[config.mk]
export PLATFORM = sky130hd
export DESIGN_NAME = xor_flag_unit
export DESIGN_NICKNAME = d
export VERILOG_FILES = /design/src/xor_flag_unit.sv
export SDC_FILE = /design/constraint.sdc
export NUM_CORES = 1
export LEC_CHECK = 0
export ABC_AREA = 1
export BUFFER_PORTS_ARGS = -buffer_cell sky130_fd_sc_hd__buf_2
export CORE_AREA = 10 10 47 49
export DETAILED_ROUTE_END_ITERATION = 8
export DIE_AREA = 0 0 57 59
export PLACE_DENSITY = 0.46
export SLEW_MARGIN = 20
export SYNTH_ARGS = -nofsm -noshare
export SYNTH_HDL_FRONTEND = slang
export SYNTH_SLANG_ARGS = --single-unit
export TNS_END_PERCENT = 1
[constraint.sdc]
create_clock -name vclk -period 1.2
set_clock_uncertainty 0.15 [all_clocks]
set_input_delay 0.06 -clock vclk [all_inputs]
set_output_delay 0.06 -clock vclk [all_outputs]
set_load 0.01 [all_outputs]
[src/xor_flag_unit.sv]
/*
  exclusive-or with negative and zero flag generation.
  assumes purely combinational use by the decoder.
*/
`timescale 1ns/1ns
module xor_flag_unit
(
  input  wire logic [7:0] opA,
  input  wire logic [7:0] opB,
  output logic      [7:0] result,
  output logic            negFlag,
  output logic            zeroFlag
);
  // result and the two flags it drives
  always_comb
  begin
    result   = opA ^ opB;
    negFlag  = result[7];
    zeroFlag = (result == 8'h00);
  end
endmodule // xor_flag_unit

==> results.cfg <==
[status]
outcome = finished clean

[pwr]
switching_share_pct = 54.4
pwr-share-comb_pct = 100.0
clockPowerShare_pct = 0
internal_power_mw = 0.0541
power.total_mw = 0.119
seqPwrFrac_pct = 0
p_sw_mw = 0.0645
ir_drop_mv = 0.0797
power_leakage_nw = 0.243
p_per_area_mw_per_mm2 = 352

[layout]
n_sequential_cell = 0
final_nets = 87
clkbuf_count = 0
final_common_cell = buf_2
num_antenna_cells = 0
nFillCells = 177
seq_area_um2 = 0
multiInputGateArea_um2 = 141
drive_above_1_share_pct = 56.5
areaGrowthSynthToFinish_pct = 73.5
final_cell_mix = buf_2 (26), nand2_1 (13), inv_1 (9)

[global_routing]
grt_max_degree = 4
track_usage_pct = 3.93
antenna_found_initial = 0
grt_pass1_wl_mm = 1.21
grt_pass1_vias = 293
grt_remaining_overflow = 0

[cts]
cts-hold-fix-buffers = 0
cts-resized-gates = 0
postCtsSetupBuffers = 0

[synth]
synth_top_area_share_pct = 25.2
synth_area_leaders = nand2_1 (25%), inv_1 (17%), nand2_2 (16%), nor2_2 (16%), nor2_1 (15%)
seq_area_frac_synth_pct = 0
ys_warn_count = 0
synth_cell_types = 7
avgSynthCellArea_um2 = 4.41
netlist_area_um2 = 194
yosys.area.top_type = nand2_1
synthCells = 44
syn-num-nets = 60

[floorplanning]
rows = 14
core_mm2 = 0.00140
die_y_um = 59
design.die.area_mm2 = 0.00336
die_w_um = 57
ios = 26
initial_core_util_pct = 13.8

[route]
drc = 0
num_vias = 298
detail_route.iter0.violations = 4
antenna_left = 0
viasPerCell = 3.51
dr.pass1.iters = 2
totalWireLength_um = 686
wl_per_cell_um = 8.07

[sta]
rsz0062_at_grt = no
setup_viol = 0
tightest_slew_ns = 0.150
slew-limit-headroom_pct = 90.0
period_share_pct = 76.4
timing.fmax_mhz = 1090
slew_viol_final = 0
finalHoldViolCount = 0
fin_crit_ns = 0.917
tns_ns = 0

[hold_path]
holdCritPathClass = in2out

[setup_path]
cp_max_fo = 2
worstPathArrival_ns = 0.71
critPathKind = in2out
cp.required_ns = 0.99
startpoint_type = input port
critical_path.endpoint_type = output pin

[run]
drv_cap = 0

[placed_design]
place_congestion = 0.580
dpl.hpwl_um = 661
io_buffers = 26
==> power groups by stage <==
stage / logic [mW] / clock network (mW) / registers [mW]
4_1_cts: 0.122 / 0 / 0
5_1_grt: 0.136 / 0 / 0
3_3_place_gp: 0.119 / 0 / 0
6_report: 0.119 / 0 / 0
3_5_place_dp: 0.121 / 0 / 0
2_1_floorplan: 0.0650 / 0 / 0
==> cells in the mapped netlist <==
library cell and number:
nand2_1 13, inv_1 9, nor2_1 8, nand2_2 5, nor2_2 5, inv_2 3
buf_4 1
==> final cells by class <==
type                       instances  area share [%]
timing repair buffer              26            38.7
inverter                          12            13.4
tap                               16            5.95
multi-input combinational         31            42.0
==> worst max-delay path, stage by stage <==
cell	delay (ns)
buf_2	0.10
nor2_1	0.12
nor2_2	0.06
nor2_1	0.10
nand2_1	0.07
nor2_2	0.07
buf_2	0.13
==> per-layer routing <==
metal  GRT usage (%)  part of all wire [%]  vias up
met2            7.13                    51       13
met3            1.07                   9.6        0
li1                -                     -      169
met5               0                     0        -
met1            4.74                    39      116
met4               0                     0        0
==> metrics by stage <==
stage          util (%)  hold WS (ns)  instance area [um2]  setup slack (ns)  std cells
6_report           24.0         0.291                  337             0.283         85
3_5_place_dp       24.0         0.297                  337             0.256         85
5_1_grt            24.0         0.324                  337             0.173         85
3_3_place_gp       24.0         0.298                  337             0.278         85
2_1_floorplan         -        0.0814                  194             0.456         44
4_1_cts            24.0         0.298                  337             0.255         85
==> final timing paths <==
check | start | end | slack, ns | cells after the start
setup / recovery | opB[0] | zeroFlag | 0.28 | 7
hold / removal | opA[3] | result[3] | 0.29 | 4
==> logic make-up (layout without fill, tap and decap cells) <==
group                  count (synthesis)  in the layout  synth area share, %
buffers and inverters                 13             38                 27.1
and+or+nand+nor                       31             31                 72.9
(Power assumes the default switching activity.)
